--- config.mk ---
export PLATFORM = sky130hd
export DESIGN_NAME = fcl_bank
export DESIGN_NICKNAME = d
export VERILOG_FILES = /design/src/fcl_pkg.sv /design/src/fcl_interval.sv /design/src/fcl_bank.sv
export VERILOG_INCLUDE_DIRS = /design/src
export SDC_FILE = /design/constraint.sdc
export NUM_CORES = 1
export LEC_CHECK = 0
export BUFFER_PORTS_ARGS = -buffer_cell sky130_fd_sc_hd__buf_2
export CAP_MARGIN = 10
export CORE_MARGIN = 2
export CORE_UTILIZATION = 47
export CTS_CLUSTER_SIZE = 12
export DETAILED_ROUTE_END_ITERATION = 16
export PLACE_DENSITY = 0.64
export SKIP_CTS_REPAIR_TIMING = 1
export SYNTH_ARGS = -nofsm -noshare
export SYNTH_HDL_FRONTEND = slang
export SYNTH_SLANG_ARGS = --single-unit
--- constraint.sdc ---
create_clock -name mclk -period 4.29 [get_ports mclk]
set_clock_uncertainty 0.2 [all_clocks]
set_input_delay 0.6435 -clock mclk [delete_from_list [all_inputs] [get_ports mclk]]
set_output_delay 0.6435 -clock mclk [all_outputs]
set_load 0.005 [all_outputs]
--- src/fcl_map.svh ---
// Register offsets, field positions, reset values and timing counts
// Assumes inclusion by files that need the register map of the fan limit bank
`ifndef FCL_MAP_SVH
`define FCL_MAP_SVH
`define FCL_OFF_FAN1_CEIL 8'h38
`define FCL_OFF_FAN2_CEIL 8'h39
`define FCL_OFF_FAN3_CEIL 8'h3A
`define FCL_OFF_MAIN_CFG 8'h40
`define FCL_OFF_DYN_CTL1 8'h36
`define FCL_OFF_INTERVAL 8'h37
`define FCL_OFF_CFG4 8'h7D
`define FCL_RST_CEIL 8'hFF
`define FCL_RST_MAIN_CFG 8'h01
`define FCL_RST_DYN_CTL1 8'h00
`define FCL_RST_INTERVAL 8'h00
`define FCL_RST_CFG4 8'h00
`define FCL_FULL_DUTY 8'hFF
`define FCL_BIT_RUN 0
`define FCL_BIT_LOCK 1
`define FCL_BIT_READY 2
`define FCL_BIT_FULL 3
`define FCL_BIT_PWR 4
`define FCL_BIT_SPIN 5
`define FCL_BIT_TMO 6
`define FCL_BIT_ALARM_CEIL 3
`define FCL_BIT_CODE_MSB 7
`define FCL_INT_LSB 6
`define FCL_DEC_BASE 8
`define FCL_INC_BASE 16
`define FCL_READY_CYCLES 16
`endif

--- src/fcl_pkg.sv ---
// Types shared by the fan limit bank
// Assumes fcl_map.svh supplies the numeric constants
package fcl_pkg;
	typedef struct packed {
		logic [7:0] addr;
		logic [7:0] wdata;
		logic wr;
		logic rd;
	} fcl_req_t;
	typedef struct packed {
		logic bus_timeout_ctl;
		logic spinup_detect_off;
		logic power_report_flag;
		logic all_fans_full;
		logic ready;
		logic lock;
		logic monitor_run;
	} fcl_cfg_t;
	typedef enum logic [1:0] {
		FCL_WAIT = 2'b00,
		FCL_DEC = 2'b01,
		FCL_INC = 2'b10
	} fcl_adj_t;
endpackage

--- src/fcl_interval.sv ---
// Monitoring-cycle counter that paces fan start temperature adjustments
// Assumes mon_tick is a one-cycle pulse per monitoring cycle on mclk
`timescale 1ns/100ps
`include "fcl_map.svh"
module fcl_interval
	import fcl_pkg::*;
(
	input wire logic mclk,
	input wire logic rst_n,
	input wire logic enable,
	input wire logic mon_tick,
	input wire logic [2:0] code,
	input wire logic dir_up,
	output logic adjust
);
	logic [11:0] cnt_q;
	logic [11:0] limit;
	always_comb begin
		// Decrease waits 8 << code, increase twice that
		if (dir_up)
			limit = 12'(`FCL_INC_BASE) << code; // RULE1
		else
			limit = 12'(`FCL_DEC_BASE) << code; // RULE1
	end
	always_ff @(posedge mclk) begin
		if (!rst_n || !enable) begin
			cnt_q <= 12'h000;
			adjust <= 1'b0;
		end else begin
			adjust <= 1'b0;
			if (mon_tick) begin
				if (cnt_q + 12'h001 >= limit) begin
					cnt_q <= 12'h000;
					adjust <= 1'b1; // RULE2
				end else begin
					cnt_q <= cnt_q + 12'h001;
				end
			end
		end
	end
endmodule // fcl_interval

--- src/fcl_bank.sv ---
// Configuration, lock and duty ceiling registers of the fan controller
// Assumes the serial bus engine outside delivers one-cycle register strobes on mclk
`timescale 1ns/100ps
`include "fcl_map.svh"
// What this block does
// RULE1 - Interval code picks 8/16 doubling to 1024/2048
// RULE2 - Code paces adjustments; MSB in dynamic control
// RULE3 - Lock makes lockable registers ignore writes
// RULE4 - Three duty ceilings at fan1_duty_ceiling-fan3_duty_ceiling, reset FF
// RULE5 - Ceiling caps each fan drive duty
// RULE6 - Alarm with config4 bit3 drives ceilings
// RULE7 - Alarm with bit3 clear forces full duty
// RULE8 - Main config at 0x40 resets to 0x01
// RULE9 - Run bit set uses programmed limits
// RULE10 - Run bit clear uses power-up limits
// RULE11 - Run bit stays writable when locked
// RULE12 - Lock bit write-once, cleared only at power-on
// RULE13 - Ready bit read-only, set once powered
// RULE14 - Full-speed bit resets 0, never locked
// RULE15 - Power report flag lockable, no control effect
// RULE16 - Spin-up detect off holds drive high
// RULE17 - Bus timeout enable bit, lockable
// RULE18 - Bit7 zero; duty is min(command, ceiling)
module fcl_bank
	import fcl_pkg::*;
#(
	parameter int FANS = 3
) (
	input wire logic mclk,
	input wire logic rst_n,
	input wire fcl_req_t req,
	output logic [7:0] rdata,
	input wire logic mon_tick,
	input wire logic thermal_alarm_pin_n,
	input wire logic [FANS*8-1:0] duty_cmd,
	input wire logic adj_dir_up,
	output logic [FANS*8-1:0] duty_out,
	output logic adjust_now,
	output fcl_cfg_t cfg,
	output logic [2:0] adjust_interval_code,
	output logic spin_hold_high
);
	logic [7:0] ceil_q [FANS];
	logic [7:0] dyn_ctl1_q;
	logic [7:0] interval_q;
	logic [7:0] cfg4_q;
	logic run_q;
	logic lock_q;
	logic ready_q;
	logic full_q;
	logic pwr_q;
	logic spin_q;
	logic tmo_q;
	logic [4:0] ready_cnt_q;
	logic alarm_s1_q;
	logic alarm_s2_q;
	logic [2:0] code;
	logic adjust;
	logic wr_ok;
	logic sel_dyn;
	logic sel_int;
	logic sel_cfg4;
	logic sel_main;
	logic [FANS-1:0] sel_ceil;
	logic main_wr;
	logic main_wr_lockable;
	logic alarm_on;
	logic alarm_ceil_mode;
	logic [7:0] main_view;
	logic [7:0] rdata_d;

	// One decode feeds both the write and the read path
	always_comb begin
		sel_dyn = (req.addr == `FCL_OFF_DYN_CTL1);
		sel_int = (req.addr == `FCL_OFF_INTERVAL);
		sel_cfg4 = (req.addr == `FCL_OFF_CFG4);
		sel_main = (req.addr == `FCL_OFF_MAIN_CFG);
	end

	// Lockable writes are refused once the lock is set
	assign wr_ok = req.wr && !lock_q; // RULE3
	assign main_wr = req.wr && sel_main;
	assign main_wr_lockable = wr_ok && sel_main; // RULE3
	assign code = {dyn_ctl1_q[`FCL_BIT_CODE_MSB], interval_q[`FCL_INT_LSB+1:`FCL_INT_LSB]}; // RULE2
	assign alarm_on = alarm_s2_q;
	assign alarm_ceil_mode = cfg4_q[`FCL_BIT_ALARM_CEIL];
	// Reserved top bit always reads back as zero
	assign main_view = {1'b0, tmo_q, spin_q, pwr_q, full_q, ready_q, lock_q, run_q}; // RULE18

	// Alarm pin is from outside the clock domain
	always_ff @(posedge mclk) begin
		if (!rst_n) begin
			alarm_s1_q <= 1'b0;
			alarm_s2_q <= 1'b0;
		end else begin
			alarm_s1_q <= !thermal_alarm_pin_n;
			alarm_s2_q <= alarm_s1_q;
		end
	end

	genvar g;
	generate
		for (g = 0; g < FANS; g++) begin : g_fan
			logic [7:0] ceil_use;
			logic [7:0] cmd;
			logic [7:0] limited;
			logic [7:0] duty_d;
			assign cmd = duty_cmd[g*8 +: 8];
			assign sel_ceil[g] = (req.addr == `FCL_OFF_FAN1_CEIL + 8'(g));
			// Stopped monitoring falls back to power-up ceiling
			assign ceil_use = run_q ? ceil_q[g] : `FCL_RST_CEIL; // RULE9 RULE10
			assign limited = (cmd < ceil_use) ? cmd : ceil_use; // RULE5 RULE18

			// Full speed outranks the alarm, the alarm outranks the ceiling
			always_comb begin
				if (full_q)
					duty_d = `FCL_FULL_DUTY; // RULE14
				else if (alarm_on && alarm_ceil_mode)
					duty_d = ceil_use; // RULE6
				else if (alarm_on)
					duty_d = `FCL_FULL_DUTY; // RULE7
				else
					duty_d = limited; // RULE18
			end

			always_ff @(posedge mclk) begin
				if (!rst_n)
					ceil_q[g] <= `FCL_RST_CEIL; // RULE4
				else if (wr_ok && sel_ceil[g])
					ceil_q[g] <= req.wdata; // RULE4 RULE3
			end

			always_ff @(posedge mclk) begin
				if (!rst_n)
					duty_out[g*8 +: 8] <= 8'h00;
				else
					duty_out[g*8 +: 8] <= duty_d;
			end
		end
	endgenerate

	always_ff @(posedge mclk) begin
		if (!rst_n)
			dyn_ctl1_q <= `FCL_RST_DYN_CTL1;
		else if (wr_ok && sel_dyn)
			dyn_ctl1_q <= req.wdata; // RULE3
	end

	always_ff @(posedge mclk) begin
		if (!rst_n)
			interval_q <= `FCL_RST_INTERVAL;
		else if (wr_ok && sel_int)
			interval_q <= req.wdata; // RULE3
	end

	// Alarm ceiling mode is lockable like the ceilings it selects
	always_ff @(posedge mclk) begin
		if (!rst_n)
			cfg4_q <= `FCL_RST_CFG4;
		else if (wr_ok && sel_cfg4)
			cfg4_q <= req.wdata; // RULE3
	end

	// Run and full speed ignore the lock, so a locked system can still be stopped or cooled hard
	always_ff @(posedge mclk) begin
		if (!rst_n)
			run_q <= 1'((`FCL_RST_MAIN_CFG >> `FCL_BIT_RUN) & 8'h01); // RULE8
		else if (main_wr)
			run_q <= req.wdata[`FCL_BIT_RUN]; // RULE11
	end

	always_ff @(posedge mclk) begin
		if (!rst_n)
			full_q <= 1'((`FCL_RST_MAIN_CFG >> `FCL_BIT_FULL) & 8'h01); // RULE14
		else if (main_wr)
			full_q <= req.wdata[`FCL_BIT_FULL]; // RULE14
	end

	// Lockable main configuration bits
	always_ff @(posedge mclk) begin
		if (!rst_n)
			pwr_q <= 1'((`FCL_RST_MAIN_CFG >> `FCL_BIT_PWR) & 8'h01);
		else if (main_wr_lockable)
			pwr_q <= req.wdata[`FCL_BIT_PWR]; // RULE15
	end

	always_ff @(posedge mclk) begin
		if (!rst_n)
			spin_q <= 1'((`FCL_RST_MAIN_CFG >> `FCL_BIT_SPIN) & 8'h01);
		else if (main_wr_lockable)
			spin_q <= req.wdata[`FCL_BIT_SPIN]; // RULE16
	end

	always_ff @(posedge mclk) begin
		if (!rst_n)
			tmo_q <= 1'((`FCL_RST_MAIN_CFG >> `FCL_BIT_TMO) & 8'h01);
		else if (main_wr_lockable)
			tmo_q <= req.wdata[`FCL_BIT_TMO]; // RULE17
	end

	// Only rst_n (power-on) clears the lock; writes can only set it
	always_ff @(posedge mclk) begin
		if (!rst_n)
			lock_q <= 1'b0;
		else if (main_wr && req.wdata[`FCL_BIT_LOCK])
			lock_q <= 1'b1; // RULE12
	end

	// Ready after a short settle; never written by the host
	always_ff @(posedge mclk) begin
		if (!rst_n) begin
			ready_cnt_q <= 5'h00;
			ready_q <= 1'b0;
		end else if (!ready_q) begin
			if (ready_cnt_q == 5'(`FCL_READY_CYCLES - 1))
				ready_q <= 1'b1; // RULE13
			else
				ready_cnt_q <= ready_cnt_q + 5'h01;
		end
	end

	// Unmapped offsets read as zero so a stray probe never sees stale data
	always_comb begin
		rdata_d = 8'h00;
		if (sel_dyn)
			rdata_d = dyn_ctl1_q;
		if (sel_int)
			rdata_d = interval_q;
		if (sel_cfg4)
			rdata_d = cfg4_q;
		if (sel_main)
			rdata_d = main_view; // RULE18
		for (int i = 0; i < FANS; i++) begin
			if (sel_ceil[i])
				rdata_d = ceil_q[i]; // RULE4
		end
	end

	// Read data holds until the next read strobe
	always_ff @(posedge mclk) begin
		if (!rst_n)
			rdata <= 8'h00;
		else if (req.rd)
			rdata <= rdata_d;
	end

	// Registered copies so every output leaves from a flip-flop
	always_ff @(posedge mclk) begin
		if (!rst_n)
			cfg <= '0;
		else
			cfg <= '{tmo_q, spin_q, pwr_q, full_q, ready_q, lock_q, run_q};
	end

	always_ff @(posedge mclk) begin
		if (!rst_n)
			adjust_interval_code <= 3'h0;
		else
			adjust_interval_code <= code; // RULE2
	end

	always_ff @(posedge mclk) begin
		if (!rst_n)
			spin_hold_high <= 1'b0;
		else
			spin_hold_high <= spin_q; // RULE16
	end

	always_ff @(posedge mclk) begin
		if (!rst_n)
			adjust_now <= 1'b0;
		else
			adjust_now <= adjust;
	end

	fcl_interval u_interval (
		.mclk(mclk),
		.rst_n(rst_n),
		.enable(run_q),
		.mon_tick(mon_tick),
		.code(code),
		.dir_up(adj_dir_up),
		.adjust(adjust)
	);
endmodule // fcl_bank

==> impl_results.md <==
- FFs w/ async S/R, synth: 0%
- Fin. Hold Viols: 0
- Pre-Repair DR Iteration Count: 5
- Hold slack: 0.190 ns
- Per-cell routed wire length: approximately 17 um
- R2r setup slk: 0.96 ns
- FF-to-FF path depth: 11
- Post-DP Area: 0.00666 sq mm
- Most frequent cells after synthesis: dfxtp_1 (94), nor2b_1 (55), mux2i_1 (47), nand2_1 (41), ha_1 (35)
- Final min period: about 3.3 ns
- Multi-input gate area: 0.00333 sq mm
- P_leak: 3.01 nW
- Final period util: between 70% and 80%
- Max clock buf depth: 2
- All-Layer GR Usage: a little over a fifth
- Worst flop-to-flop path endpoint: u_interval.cnt_q[9]
- Peak supply drop: 0.286 mV
- Slew Limit Fails: 0
- Largest net degree at the start of global routing: 53
- Setup violations, final: 0
- Reg-to-reg critical path startpoint: u_interval.cnt_q[5]
- I/O pin count: between 90 and 100
- Design Power: 3.12 mW
- Synth unique cells: 60
- Top cell type's share of synthesized area: 30.7%
- Least-Margin Pin Slew: ~0.9 ns
- Syn avg cell area: slightly below 10 sq um
- CTS clk-pin slew, worst paths: about 0.05 ns
- Finished Layout Cells: 884
- Std-Cell Rows: 41
- Setup_tns: 0 ns
- Layout cells sized above 1: a little under a quarter
- CTS buffer count: 17
- Syn nets: between 700 and 800
- Iteration-0 DRC Markers: 459
- Design area: 0.00736 sq mm
- Drt via density: 5.55
- Hold Path Origin: thermal_alarm_pin_n
- Startpoint Class: flip-flop
- Post-route ant nets: 0
- HP Class: input port to flip-flop
- Slew margin rel.: around two fifths
- Register area: 0.00260 sq mm
- CTS tree: yes
- Crit end category: flip-flop
- WHS Endpoint: alarm_s1_q
- Fin nets: 781
- Die height: 118 um
- Ant. Diodes: 0
- Routability cong.: approximately 0.86
- IO Port Bufs: 90
- CP Max Fanout: 16
- Clock Sinks: 118
- Core footprint: roughly 0.013 sq mm
- Dpl ws: 1.02 ns
- Area grow syn2layout: 19.9%
- P per Cell Area: 424 mW/mm^2
- Mapped cell area: 0.00613 sq mm
- Unrepaired setup endpoints after global routing: no
- Critical path class: flip-flop to flip-flop
- Antenna violations before repair: 0
- Post-synth EDFFs: 24
- Post-placement cell count: 852
- Vias: 4907
- Fillcell total: 1162
- Hold Path Depth: 2
- First-pass GRT wire length: approximately 24000 um
- Max Cap Violations: 0
- Vias in the first global route: 4531
- Arr. time, crit path: 3.46 ns
- Initial cell density of the core: 48.4%
- Clock root buffer: clkbuf_16
- Req. time, crit path: 4.42 ns
- Die area: 0.0140 sq mm
- Synth warnings: 0
- Outcome: complete, no violations
- Seq/Total Area, Yosys: 42.4%
- Top-count cell post-synth: dfxtp_1
- Post-Synthesis Cells: approximately 620
- Routed WL: between 10000 and 15000 um
- Worst skew pair latency: 0.41 ns
- Total grt overflow: 0
- DPL Wire Length: 10900 um
- Ranking of synthesized cells by area: dfxtp_1 (31%), edfxtp_1 (12%), mux2i_1 (7.7%)
- Remaining DRCs: 0
- Primary FF master, synth: dfxtp_1
- Chip width: between 100 and 150 um
- Htree depth: 4
- FMAX: 300 MHz
- Worst setup margin: 0.959 ns
- Fin util: roughly three fifths
- Synthesized flop and latch total: 118
- Cell taking the most area after synthesis: dfxtp_1
==> sequential cells by signal (all words and copies together) (netlist names), 3 cells and up <==
signal / cells
ceil_q: 24
duty_out: 24
u_interval.cnt_q: 12
cfg4_q: 8
dyn_ctl1_q: 8
interval_q: 8
rdata: 8
cfg: 6
ready_cnt_q: 5
adjust_interval_code: 3
==> worst max path at each step <==
stage / endpoint / slack (ns) / depth (start not counted) / startpoint
2_1_floorplan: u_interval.cnt_q[10] / 1.17 / 12 / u_interval.cnt_q[5]
3_3_place_gp: u_interval.cnt_q[9] / 1.15 / 11 / u_interval.cnt_q[5]
3_5_place_dp: u_interval.cnt_q[9] / 1.02 / 11 / u_interval.cnt_q[5]
4_1_cts: u_interval.cnt_q[9] / 0.98 / 11 / u_interval.cnt_q[5]
5_1_grt: u_interval.cnt_q[2] / 0.70 / 11 / u_interval.cnt_q[5]
6_report: u_interval.cnt_q[9] / 0.96 / 11 / u_interval.cnt_q[5]
==> cell families after synthesis <==
| group | share of synthesized area, % |
|---|---|
| and+or+nand+nor | 22.8 |
| AOI/OAI and AO/OA | 14.6 |
| DFF | 42.4 |
| buffers and inverters | 3.22 |
| muxes | 7.67 |
| adders and majority gates | 7.14 |
| xor gates and xnor gates | 2.14 |
==> power by group <==
part           switching, mW  internal, mW  leakage (nW)
clock network          0.494          1.16         0.329
logic                  0.144         0.119          1.67
registers             0.0253          1.18          1.01
==> worst max-delay path, stage by stage (launching register included) <==
cell and delay [ns]:
dfxtp_1 0.45, and4_1 0.24, nor3b_1 0.40, and3_1 0.28, xor2_1 0.18, ha_1 0.26, a211oi_1 0.31, nand2_1 0.13
o31ai_2 0.25, buf_4 0.24, nand4b_1 0.11, a31oi_1 0.20
==> placed cells by master (no fill, tap or decap), types with 8 or more instances in the layout <==
cell,n
nand2b_1,12
mux2i_1,47
nor2_1,15
and3_1,9
ha_1,35
o21ai_0,28
nand2_1,41
nor2b_1,55
a21boi_0,8
clkbuf_16,17
buf_2,90
xnor2_1,8
and2_1,17
dfxtp_1,94
a21oi_1,15
a31oi_1,8
nor3_1,9
o221a_2,9
or2_2,23
inv_1,10
edfxtp_1,24
nand3_1,27
==> final cells by class <==
class / count / area share, %
clock buffer: 19 / 6.02
inverter: 10 / 0.510
clock inverter: 13 / 3.42
sequential: 118 / 35.4
tap: 172 / 2.93
multi-input combinational: 459 / 45.3
timing repair buffer: 93 / 6.43
==> routing by layer <==
layer | wire length [um] | share of wire, % | GRT usage (%)
met5 | 0 | 0 | 0
met4 | 181 | 1.2 | 7.30
met1 | 6750 | 46 | 28.5
met2 | 7010 | 47 | 34.9
met3 | 875 | 5.9 | 4.58
(Power assumes the default switching activity.)
